<file path="config.mk">
export PLATFORM = sky130hd
export DESIGN_NAME = rtdp_timer
export DESIGN_NICKNAME = d
export VERILOG_FILES = /design/src/rtdp_pkg.sv /design/src/rtdp_deadband.sv /design/src/rtdp_timer.sv
export SDC_FILE = /design/constraint.sdc
export NUM_CORES = 1
export LEC_CHECK = 0
export BUFFER_PORTS_ARGS = -buffer_cell sky130_fd_sc_hd__clkbuf_2
export CORE_MARGIN = 10
export CORE_UTILIZATION = 56
export DETAILED_ROUTE_END_ITERATION = 12
export PLACE_DENSITY_LB_ADDON = 0.25
export SLEW_MARGIN = 10
export SYNTH_ARGS = -nofsm -noshare
export SYNTH_HDL_FRONTEND = slang
export SYNTH_SLANG_ARGS = --single-unit
</file>
<file path="constraint.sdc">
create_clock -name clk -period 2.7 [get_ports clk]
set_input_delay 0 -clock clk [delete_from_list [all_inputs] [get_ports clk]]
set_output_delay 0 -clock clk [all_outputs]
set_load 0.05 [all_outputs]
</file>
<file path="src/rtdp_pkg.sv">
// Purpose: Shared constants and types for the reload timer with dual PWM outputs.
// Assumes: 8-bit register port with 12-bit byte addresses.
// Notes: Mode encodings combine the mode high bit with the three-bit mode field.
package rtdp_pkg;
	localparam int ADDR_W = 12;
	localparam int DATA_W = 8;
	localparam int CNT_W = 16;
	localparam int PRE_W = 7;
	localparam int DB_W = 8;

	// Register offsets
	localparam logic [11:0] OFS_CNT_HI = 12'hF00;
	localparam logic [11:0] OFS_CNT_LO = 12'hF01;
	localparam logic [11:0] OFS_RLD_HI = 12'hF02;
	localparam logic [11:0] OFS_RLD_LO = 12'hF03;
	localparam logic [11:0] OFS_PWM_HI = 12'hF04;
	localparam logic [11:0] OFS_PWM_LO = 12'hF05;
	localparam logic [11:0] OFS_CTL0 = 12'hF06;
	localparam logic [11:0] OFS_CTL1 = 12'hF07;
	localparam logic [11:0] OFS_STS = 12'hF08;
	localparam logic [11:0] OFS_MSK = 12'hF09;

	// timer_control_one fields
	localparam int C1_RUN = 7;
	localparam int C1_POL = 6;
	localparam int C1_PRE_LSB = 3;
	localparam int C1_MODE_LSB = 0;

	// Second control register fields
	localparam int C0_MODE_HI = 7;
	localparam int C0_ISEL_LSB = 5;
	localparam int C0_DB_LSB = 1;
	localparam int C0_CAP = 0;
	localparam logic [7:0] C0_WR_MASK = 8'hEE;

	// Status and mask bits
	localparam int ST_TMR = 0;
	localparam int ST_CAP = 1;
	localparam logic [7:0] ST_USED = 8'h03;

	// Reset and restart values
	localparam logic [7:0] CTL_RST = 8'h00;
	localparam logic [15:0] CNT_RST = 16'h0000;
	localparam logic [15:0] RLD_RST = 16'h0000;
	localparam logic [15:0] PWM_RST = 16'h0000;
	localparam logic [15:0] CNT_RESTART = 16'h0001;

	// Interrupt source select codes
	localparam logic [1:0] ISEL_CAP_ONLY = 2'h2;
	localparam logic [1:0] ISEL_RLD_ONLY = 2'h3;

	typedef enum logic [3:0] {
		RTDP_MODE_CONT = 4'h1,
		RTDP_MODE_CAPT = 4'h4,
		RTDP_MODE_DUAL = 4'h8
	} rtdp_mode_t;

	typedef struct packed {
		logic [ADDR_W-1:0] addr;
		logic [DATA_W-1:0] wdata;
		logic wr;
		logic rd;
	} rtdp_req_t;

	typedef struct packed {
		logic pri;
		logic cmp;
	} rtdp_pins_t;
endpackage : rtdp_pkg

</file>
<file path="src/rtdp_deadband.sv">
// Purpose: Delays the rising edge of one PWM output by a programmable count.
// Assumes: Falling edges pass after one register stage.
// Notes: Code 0 gives no extra delay, code n gives 2**n cycles.
module rtdp_deadband
	import rtdp_pkg::*;
(
	input wire logic clk,
	input wire logic srst,
	input wire logic lvl_in,
	input wire logic [2:0] code,
	output logic lvl_out
);
	logic [DB_W:0] cnt_r;
	logic [DB_W:0] cnt_nxt;
	logic out_r;
	logic out_nxt;

	function automatic logic [DB_W:0] db_cycles(input logic [2:0] c);
		db_cycles = (c == 3'h0) ? 9'h000 : (9'h001 << c);
	endfunction : db_cycles

	always_comb begin
		cnt_nxt = cnt_r;
		out_nxt = out_r;
		if (!lvl_in) begin
			cnt_nxt = 9'h000;
			out_nxt = 1'b0;
		end else if (cnt_r >= db_cycles(code)) begin
			out_nxt = 1'b1;
		end else begin
			cnt_nxt = cnt_r + 9'h001;
		end
	end

	always_ff @(posedge clk) begin
		if (srst) begin
			cnt_r <= 9'h000;
			out_r <= 1'b0;
		end else begin
			cnt_r <= cnt_nxt;
			out_r <= out_nxt;
		end
	end

	assign lvl_out = out_r;
endmodule : rtdp_deadband

</file>
<file path="src/rtdp_timer.sv">
// Purpose: 16-bit reload timer with prescaler, capture and dual PWM outputs.
// Assumes: timer_in is synchronous to clk; register reads answer one cycle later.
// Notes: Outputs with deadband; one level interrupt from sticky status.
// Function
// - A sixteen-bit reloading counter is fed by a prescaler dividing by 1 to 128.
// - In dual PWM mode the counter runs from the prescaler tick and the output toggles on PWM match.
// - On reaching reload in dual PWM mode the timer interrupts, restarts at 0001H and keeps going.
// - Polarity 1 starts high, goes low on match and returns high on reload.
// - Polarity 0 starts low, goes high on match and returns low on reload.
// - While running in dual PWM mode a second output carries the inverse of the primary output apart from deadband; otherwise it is low.
// - Deadband delays only rising edges of both outputs, up to 128 clock cycles.
// - Deadband code 000 means no delay and code n means 2**n cycles, up to 128.
// - Interrupt select upper bit 0 allows all events, 10 capture only, 11 reload/compare only.
// - The capture-cause bit shows whether the latest timer interrupt came from a capture.
// - The top bit of timer_control_one runs the timer when 1 and stops it when 0.
module rtdp_timer
	import rtdp_pkg::*;
(
	input wire logic clk,
	input wire logic srst,
	input rtdp_req_t req,
	output logic [DATA_W-1:0] rdata,
	input wire logic timer_in,
	output rtdp_pins_t pins,
	output logic irq
);
	logic [7:0] ctl1_r;
	logic [7:0] ctl1_nxt;
	logic [7:0] ctl0_r;
	logic [7:0] ctl0_nxt;
	logic [CNT_W-1:0] cnt_r;
	logic [CNT_W-1:0] cnt_nxt;
	logic [CNT_W-1:0] rld_r;
	logic [CNT_W-1:0] rld_nxt;
	logic [CNT_W-1:0] pwm_r;
	logic [CNT_W-1:0] pwm_nxt;
	logic [PRE_W-1:0] pre_r;
	logic [PRE_W-1:0] pre_nxt;
	logic [7:0] sts_r;
	logic [7:0] sts_nxt;
	logic [7:0] msk_r;
	logic [7:0] msk_nxt;
	logic out_r;
	logic out_nxt;
	logic tin_r;
	logic tin_nxt;
	logic [DATA_W-1:0] rdata_r;
	logic [DATA_W-1:0] rdata_nxt;

	logic run;
	logic pol;
	logic [2:0] pre_sel;
	logic [3:0] mode;
	logic [1:0] isel;
	logic [2:0] db_code;
	logic tick;
	logic reload_hit;
	logic match_hit;
	logic rld_ev;
	logic cmp_ev;
	logic cap_ev;
	logic tin_edge;
	logic tmr_irq_ev;
	logic cap_irq_ev;
	logic pri_lvl;
	logic cmp_lvl;
	logic pri_db;
	logic cmp_db;

	function automatic logic [PRE_W-1:0] pre_limit(input logic [2:0] code);
		pre_limit = PRE_W'((8'h01 << code) - 8'h01);
	endfunction : pre_limit

	assign run = ctl1_r[C1_RUN];
	assign pol = ctl1_r[C1_POL];
	assign pre_sel = ctl1_r[C1_PRE_LSB +: 3];
	assign mode = {ctl0_r[C0_MODE_HI], ctl1_r[C1_MODE_LSB +: 3]};
	assign isel = ctl0_r[C0_ISEL_LSB +: 2];
	assign db_code = ctl0_r[C0_DB_LSB +: 3];

	// Prescaler tick; nothing advances while stopped
	assign tick = run && (pre_r == pre_limit(pre_sel));
	assign reload_hit = tick && (cnt_r == rld_r);
	assign match_hit = tick && (cnt_r == pwm_r) && (mode == RTDP_MODE_DUAL);

	// Input edge in the polarity's sense; pin rate is bounded by the far side
	assign tin_edge = (timer_in != tin_r) && (timer_in != pol);

	assign rld_ev = reload_hit;
	assign cmp_ev = match_hit;
	assign cap_ev = run && tin_edge && (mode == RTDP_MODE_CAPT);

	// Source selection for the timer interrupt
	always_comb begin
		tmr_irq_ev = 1'b0;
		cap_irq_ev = 1'b0;
		if (isel == ISEL_CAP_ONLY) begin
			cap_irq_ev = cap_ev;
		end else if (isel == ISEL_RLD_ONLY) begin
			tmr_irq_ev = rld_ev || cmp_ev;
		end else begin
			tmr_irq_ev = rld_ev || cmp_ev;
			cap_irq_ev = cap_ev;
		end
	end

	always_comb begin
		ctl1_nxt = ctl1_r;
		ctl0_nxt = ctl0_r;
		cnt_nxt = cnt_r;
		rld_nxt = rld_r;
		pwm_nxt = pwm_r;
		pre_nxt = pre_r;
		sts_nxt = sts_r;
		msk_nxt = msk_r;
		out_nxt = out_r;
		tin_nxt = timer_in;
		rdata_nxt = rdata_r;

		// Prescaler
		if (!run) begin
			pre_nxt = 7'h00;
		end else if (tick) begin
			pre_nxt = 7'h00;
		end else begin
			pre_nxt = pre_r + 7'h01;
		end

		// Counter: restart at 0001H on reload, hold while stopped
		if (reload_hit) begin
			cnt_nxt = CNT_RESTART;
		end else if (tick) begin
			cnt_nxt = cnt_r + 16'h0001;
		end

		// Primary output level
		if (!run || mode != RTDP_MODE_DUAL) begin
			out_nxt = pol;
		end else if (reload_hit) begin
			out_nxt = pol;
		end else if (match_hit) begin
			out_nxt = ~out_r;
		end

		// Capture stores the count in the PWM/capture register
		if (cap_ev) begin
			pwm_nxt = cnt_r;
		end

		// Cause bit follows the most recent interrupt event
		if (cap_irq_ev) begin
			ctl0_nxt[C0_CAP] = 1'b1;
		end else if (tmr_irq_ev) begin
			ctl0_nxt[C0_CAP] = 1'b0;
		end

		// Register writes
		if (req.wr) begin
			case (req.addr)
				OFS_CNT_HI: cnt_nxt[15:8] = req.wdata;
				OFS_CNT_LO: cnt_nxt[7:0] = req.wdata;
				OFS_RLD_HI: rld_nxt[15:8] = req.wdata;
				OFS_RLD_LO: rld_nxt[7:0] = req.wdata;
				OFS_PWM_HI: pwm_nxt[15:8] = req.wdata;
				OFS_PWM_LO: pwm_nxt[7:0] = req.wdata;
				OFS_CTL0: begin
					ctl0_nxt = (req.wdata & C0_WR_MASK) | (ctl0_nxt & ~C0_WR_MASK);
				end
				OFS_CTL1: ctl1_nxt = req.wdata;
				OFS_STS: sts_nxt = sts_r & ~req.wdata;
				OFS_MSK: msk_nxt = req.wdata & ST_USED;
				default: ;
			endcase
		end

		// Sticky events win over a same-cycle clear
		if (tmr_irq_ev) begin
			sts_nxt[ST_TMR] = 1'b1;
		end
		if (cap_irq_ev) begin
			sts_nxt[ST_CAP] = 1'b1;
		end

		// Register reads answer in the next cycle
		if (req.rd) begin
			case (req.addr)
				OFS_CNT_HI: rdata_nxt = cnt_r[15:8];
				OFS_CNT_LO: rdata_nxt = cnt_r[7:0];
				OFS_RLD_HI: rdata_nxt = rld_r[15:8];
				OFS_RLD_LO: rdata_nxt = rld_r[7:0];
				OFS_PWM_HI: rdata_nxt = pwm_r[15:8];
				OFS_PWM_LO: rdata_nxt = pwm_r[7:0];
				OFS_CTL0: rdata_nxt = ctl0_r;
				OFS_CTL1: rdata_nxt = ctl1_r;
				OFS_STS: rdata_nxt = sts_r;
				OFS_MSK: rdata_nxt = msk_r;
				default: rdata_nxt = 8'h00;
			endcase
		end else begin
			rdata_nxt = 8'h00;
		end
	end

	always_ff @(posedge clk) begin
		if (srst) begin
			ctl1_r <= CTL_RST;
			ctl0_r <= CTL_RST;
			cnt_r <= CNT_RST;
			rld_r <= RLD_RST;
			pwm_r <= PWM_RST;
			pre_r <= 7'h00;
			sts_r <= 8'h00;
			msk_r <= 8'h00;
			out_r <= 1'b0;
			tin_r <= 1'b0;
			rdata_r <= 8'h00;
		end else begin
			ctl1_r <= ctl1_nxt;
			ctl0_r <= ctl0_nxt;
			cnt_r <= cnt_nxt;
			rld_r <= rld_nxt;
			pwm_r <= pwm_nxt;
			pre_r <= pre_nxt;
			sts_r <= sts_nxt;
			msk_r <= msk_nxt;
			out_r <= out_nxt;
			tin_r <= tin_nxt;
			rdata_r <= rdata_nxt;
		end
	end

	// Complement output only in dual mode; otherwise held low
	assign pri_lvl = out_r;
	assign cmp_lvl = (run && mode == RTDP_MODE_DUAL) ? ~out_r : 1'b0;

	rtdp_deadband u_db_pri (
		.clk(clk),
		.srst(srst),
		.lvl_in(pri_lvl),
		.code(db_code),
		.lvl_out(pri_db)
	);

	rtdp_deadband u_db_cmp (
		.clk(clk),
		.srst(srst),
		.lvl_in(cmp_lvl),
		.code(db_code),
		.lvl_out(cmp_db)
	);

	// One driver for the whole pin struct
	assign pins = '{pri: pri_db, cmp: cmp_db};
	assign rdata = rdata_r;
	assign irq = |(sts_r & msk_r);
endmodule : rtdp_timer

</file>
==> impl_results.md <==
- CTS Root Cell: clkbuf_16
- Synthesis warning total: 0
- Synth cell types: 72
- Share of cells above drive strength 1: 0.177
- # fillers: 990
- Starting Density: 0.570
- Clk sinks: 110
- Synthesized cell area: 6510 um^2
- GPL Wtd Cong: 0.948
- Largest net degree at the start of global routing: 34
- # Max-Cap Violations: 0
- IO Pins: 36
- Post-synth EDFFs: 0
- Initial antenna violation count: 0
- FMAX: 369 MHz
- Synth Flop Type: dfxtp_1
- Slew headroom: 0.475
- Unrepaired setup endpoints after global routing: true
- DRC viols: 0
- Hold path depth: 2
- Core box area: 11,400 um^2
- Data arrival time of the critical path: 2.96 ns
- TritonCTS buffer count: 9
- Yosys reg bits: 110
- Layout Nets: 863
- Post-synth ARST share: 0
- Post-route ant nets: 0
- CP max stage delay: 0.65 ns
- DR WL/cell: 21.4 um
- Gr usage total: 0.245
- Gr ovfl total: 0
- PD cells: 425 nW/um^2
- Most frequent cells in the layout: dfxtp_1 (110), nand2_1 (79), nor2_1 (71)
- Seq/Total Area, Yosys: 0.338
- Failing checks: negative setup slack
- Pins Over Slew Limit: 0
- Max rail drop VDD: 0.000522 V
- Clk_skew: 0.00662 ns
- Worst R2R Path Depth: 9
- CTS tree: done
- Final Non-Filler Cells: 967
- Hold slack: 0.0234 ns
- Worst path cell trace: or3_4, ha_4, or3_4, a21oi_4, o2111ai_4, or4_4, buf_6, nand4_1, o211ai_1
- Height of the die: 128 um
- DR iter-0 viols: 802
- Vias in the first global route: 5,953
- CP required: 2.95 ns
- Status: finished, violations left
- Hold WC Path Type: in -> reg
- Crit-path slowest cell: or4_4
- Clock transition at path regs: 0.07 ns
- H-tree depth reported by CTS: 3
- Most common cell after layout, fill and taps aside: dfxtp_1
- Syn Inst Count: 790
- Final hold vios: 0
- HPWL after detailed placement: 14.8 mm
- Die ar.: 16,300 um^2
- Tightest Pin Transition: 0.785 ns
- P_leak: 2.95 nW
- Crit-path max FO: 8
- Startpoint Class: flip-flop
- Chip width: 128 um
- Syn_area_per_cell: 8.24 um^2
- Crit path capture type: flip-flop
- Final Util: 0.644
- Crit path kind: reg -> reg
- Min cycle time layout: 2.71 ns
- Finish-stage setup viols: 3
- Antenna Cells: 0
- CTS max path bufs: 2
- Syn Nets: 834
- Area added between synthesis and finish: 13.1%
- Via/cell ratio: 6.61
- Cell mode on critical path: or3_4
- Clk_lat worst skew: 0.36 ns
- Total Power: 3.13 mW
- Via Count: 6,396
- Drt total wl: 20.7 mm
- Dpl cells: 946
- Row count: 39
- Final Cycle Share: 1.00
- First-pass GRT wire length: 32.1 mm
- Fin worst setup slack: -0.00960 ns
- Iteration count of the initial detailed-routing pass: 7
- Port bufs: 35
[kinds of logic (layout without fill, tap and decap cells)]
logic type / after synthesis / in the layout / synth area share
simple gates: 314 / 315 / 0.243
compound gates: 177 / 177 / 0.188
flops: 110 / 110 / 0.338
buf+inv: 80 / 113 / 0.0542
mux: 47 / 47 / 0.0794
xor+xnor: 43 / 43 / 0.0602
fa+ha+maj: 19 / 19 / 0.0365
[registers in the layout, indices dropped and copies added, names as in the netlist]
signal and flops:
tin_r 1, cnt_r 16, u_db_cmp.cnt_r 9, u_db_pri.cnt_r 9, msk_r 2, u_db_cmp.lvl_out 1
pwm_r 16, ctl1_r 8, rdata 8, out_r 1, sts_r 8, u_db_pri.lvl_out 1
rld_r 16, ctl0_r 7, pre_r 7
[timing repair]
item                                    in CTS  in global routing
setup buffers                                0                  3
hold buffers                                 1                  0
resized for setup                            6                 13
gates cloned                                 0                  1
pin swaps                                    2                  7
hold endpoints to repair                     1                  0
endpoints found under the setup margin      18                 32
[critical path, delay by kind of cell (launching register included)]
| kind | cells | cell delay [ns] |
|---|---|---|
| compound gates | 3 | 0.42 |
| fa+ha+maj | 1 | 0.19 |
| buf+inv | 1 | 0.16 |
| flops | 1 | 0.31 |
| simple gates | 4 | 1.50 |
[worst paths after layout]
| kind | from | endpoint | slack, ns |
|---|---|---|---|
| setup / recovery | ctl1_r[5] | cnt_r[9] | -0.01 |
| hold / removal | req[6] | sts_r[4] | 0.02 |
| setup reg to reg | ctl1_r[5] | cnt_r[9] | -0.01 |
| hold reg to reg | sts_r[7] | sts_r[7] | 0.44 |
[Yosys cell counts (3+ instances only)]
| cell | number | area [um^2] |
|---|---|---|
| nor2_1 | 72 | 270 |
| a22o_1 | 3 | 26.3 |
| o211ai_1 | 13 | 97.6 |
| nand3_1 | 43 | 215 |
| xnor2_1 | 9 | 78.8 |
| nand4_1 | 21 | 131 |
| a21oi_1 | 50 | 250 |
| nand2_1 | 82 | 308 |
| o22ai_1 | 3 | 18.8 |
| nor3_1 | 18 | 90.1 |
| a211oi_1 | 18 | 135 |
| a21o_1 | 4 | 30.0 |
| xor2_1 | 32 | 280 |
| nor2b_1 | 5 | 31.3 |
| o21ai_0 | 21 | 105 |
| buf_4 | 4 | 30.0 |
| o21a_1 | 7 | 52.6 |
| inv_1 | 10 | 37.5 |
| a31oi_1 | 7 | 43.8 |
| and2_1 | 4 | 25.0 |
| nor3b_1 | 4 | 30.0 |
| ha_1 | 19 | 238 |
| and3_1 | 10 | 62.6 |
| buf_2 | 11 | 55.1 |
| mux2i_1 | 37 | 370 |
| o31ai_1 | 14 | 105 |
| mux2_2 | 7 | 78.8 |
| a22oi_1 | 12 | 90.1 |
| buf_6 | 3 | 33.8 |
| or4_1 | 14 | 105 |
| nor4_1 | 16 | 100 |
| or2_2 | 3 | 18.8 |
| mux4_2 | 3 | 67.6 |
| or3_1 | 4 | 25.0 |
| dfxtp_1 | 110 | 2200 |
| clkbuf_1 | 47 | 176 |
| buf_1 | 4 | 15.0 |
| nand3b_1 | 5 | 37.5 |
| a221oi_1 | 4 | 35.0 |
[report_power, final]
part	internal [mW]	switching [mW]
clock network	0.766	0.614
logic	0.0299	0.0978
registers	1.62	0.000487
total	2.42	0.712
[metrics by stage]
step,TNS [ns],setup WS [ns],area (um^2)
6_report,-0.0215,-0.00960,7360
2_1_floorplan,-1.57,-0.147,6530
4_1_cts,-0.0459,-0.0158,7270
5_1_grt,-1.14,-0.0910,7360
3_5_place_dp,-0.574,-0.0794,6930
3_3_place_gp,-0.0933,-0.0279,6930
[layout make-up]
type                    count  area (um^2)  share of cell area
clock buffers              12          256              0.0349
flip-flops and latches    110         2200               0.299
well taps                 143          179              0.0243
inverters                  10         37.5             0.00510
multi-input cells         601         4060               0.552
clock inverters             4         45.0             0.00612
repair buffers             87          576              0.0782
[per-layer routing]
layer | GRT usage | part of all wire | vias up
met5 | 0 | 0 | -
met4 | 0.0901 | 0.026 | 0
met3 | 0.0724 | 0.11 | 53
met2 | 0.379 | 0.45 | 342
met1 | 0.316 | 0.41 | 3054
li1 | - | - | 2947
(Power assumes the default switching activity.)
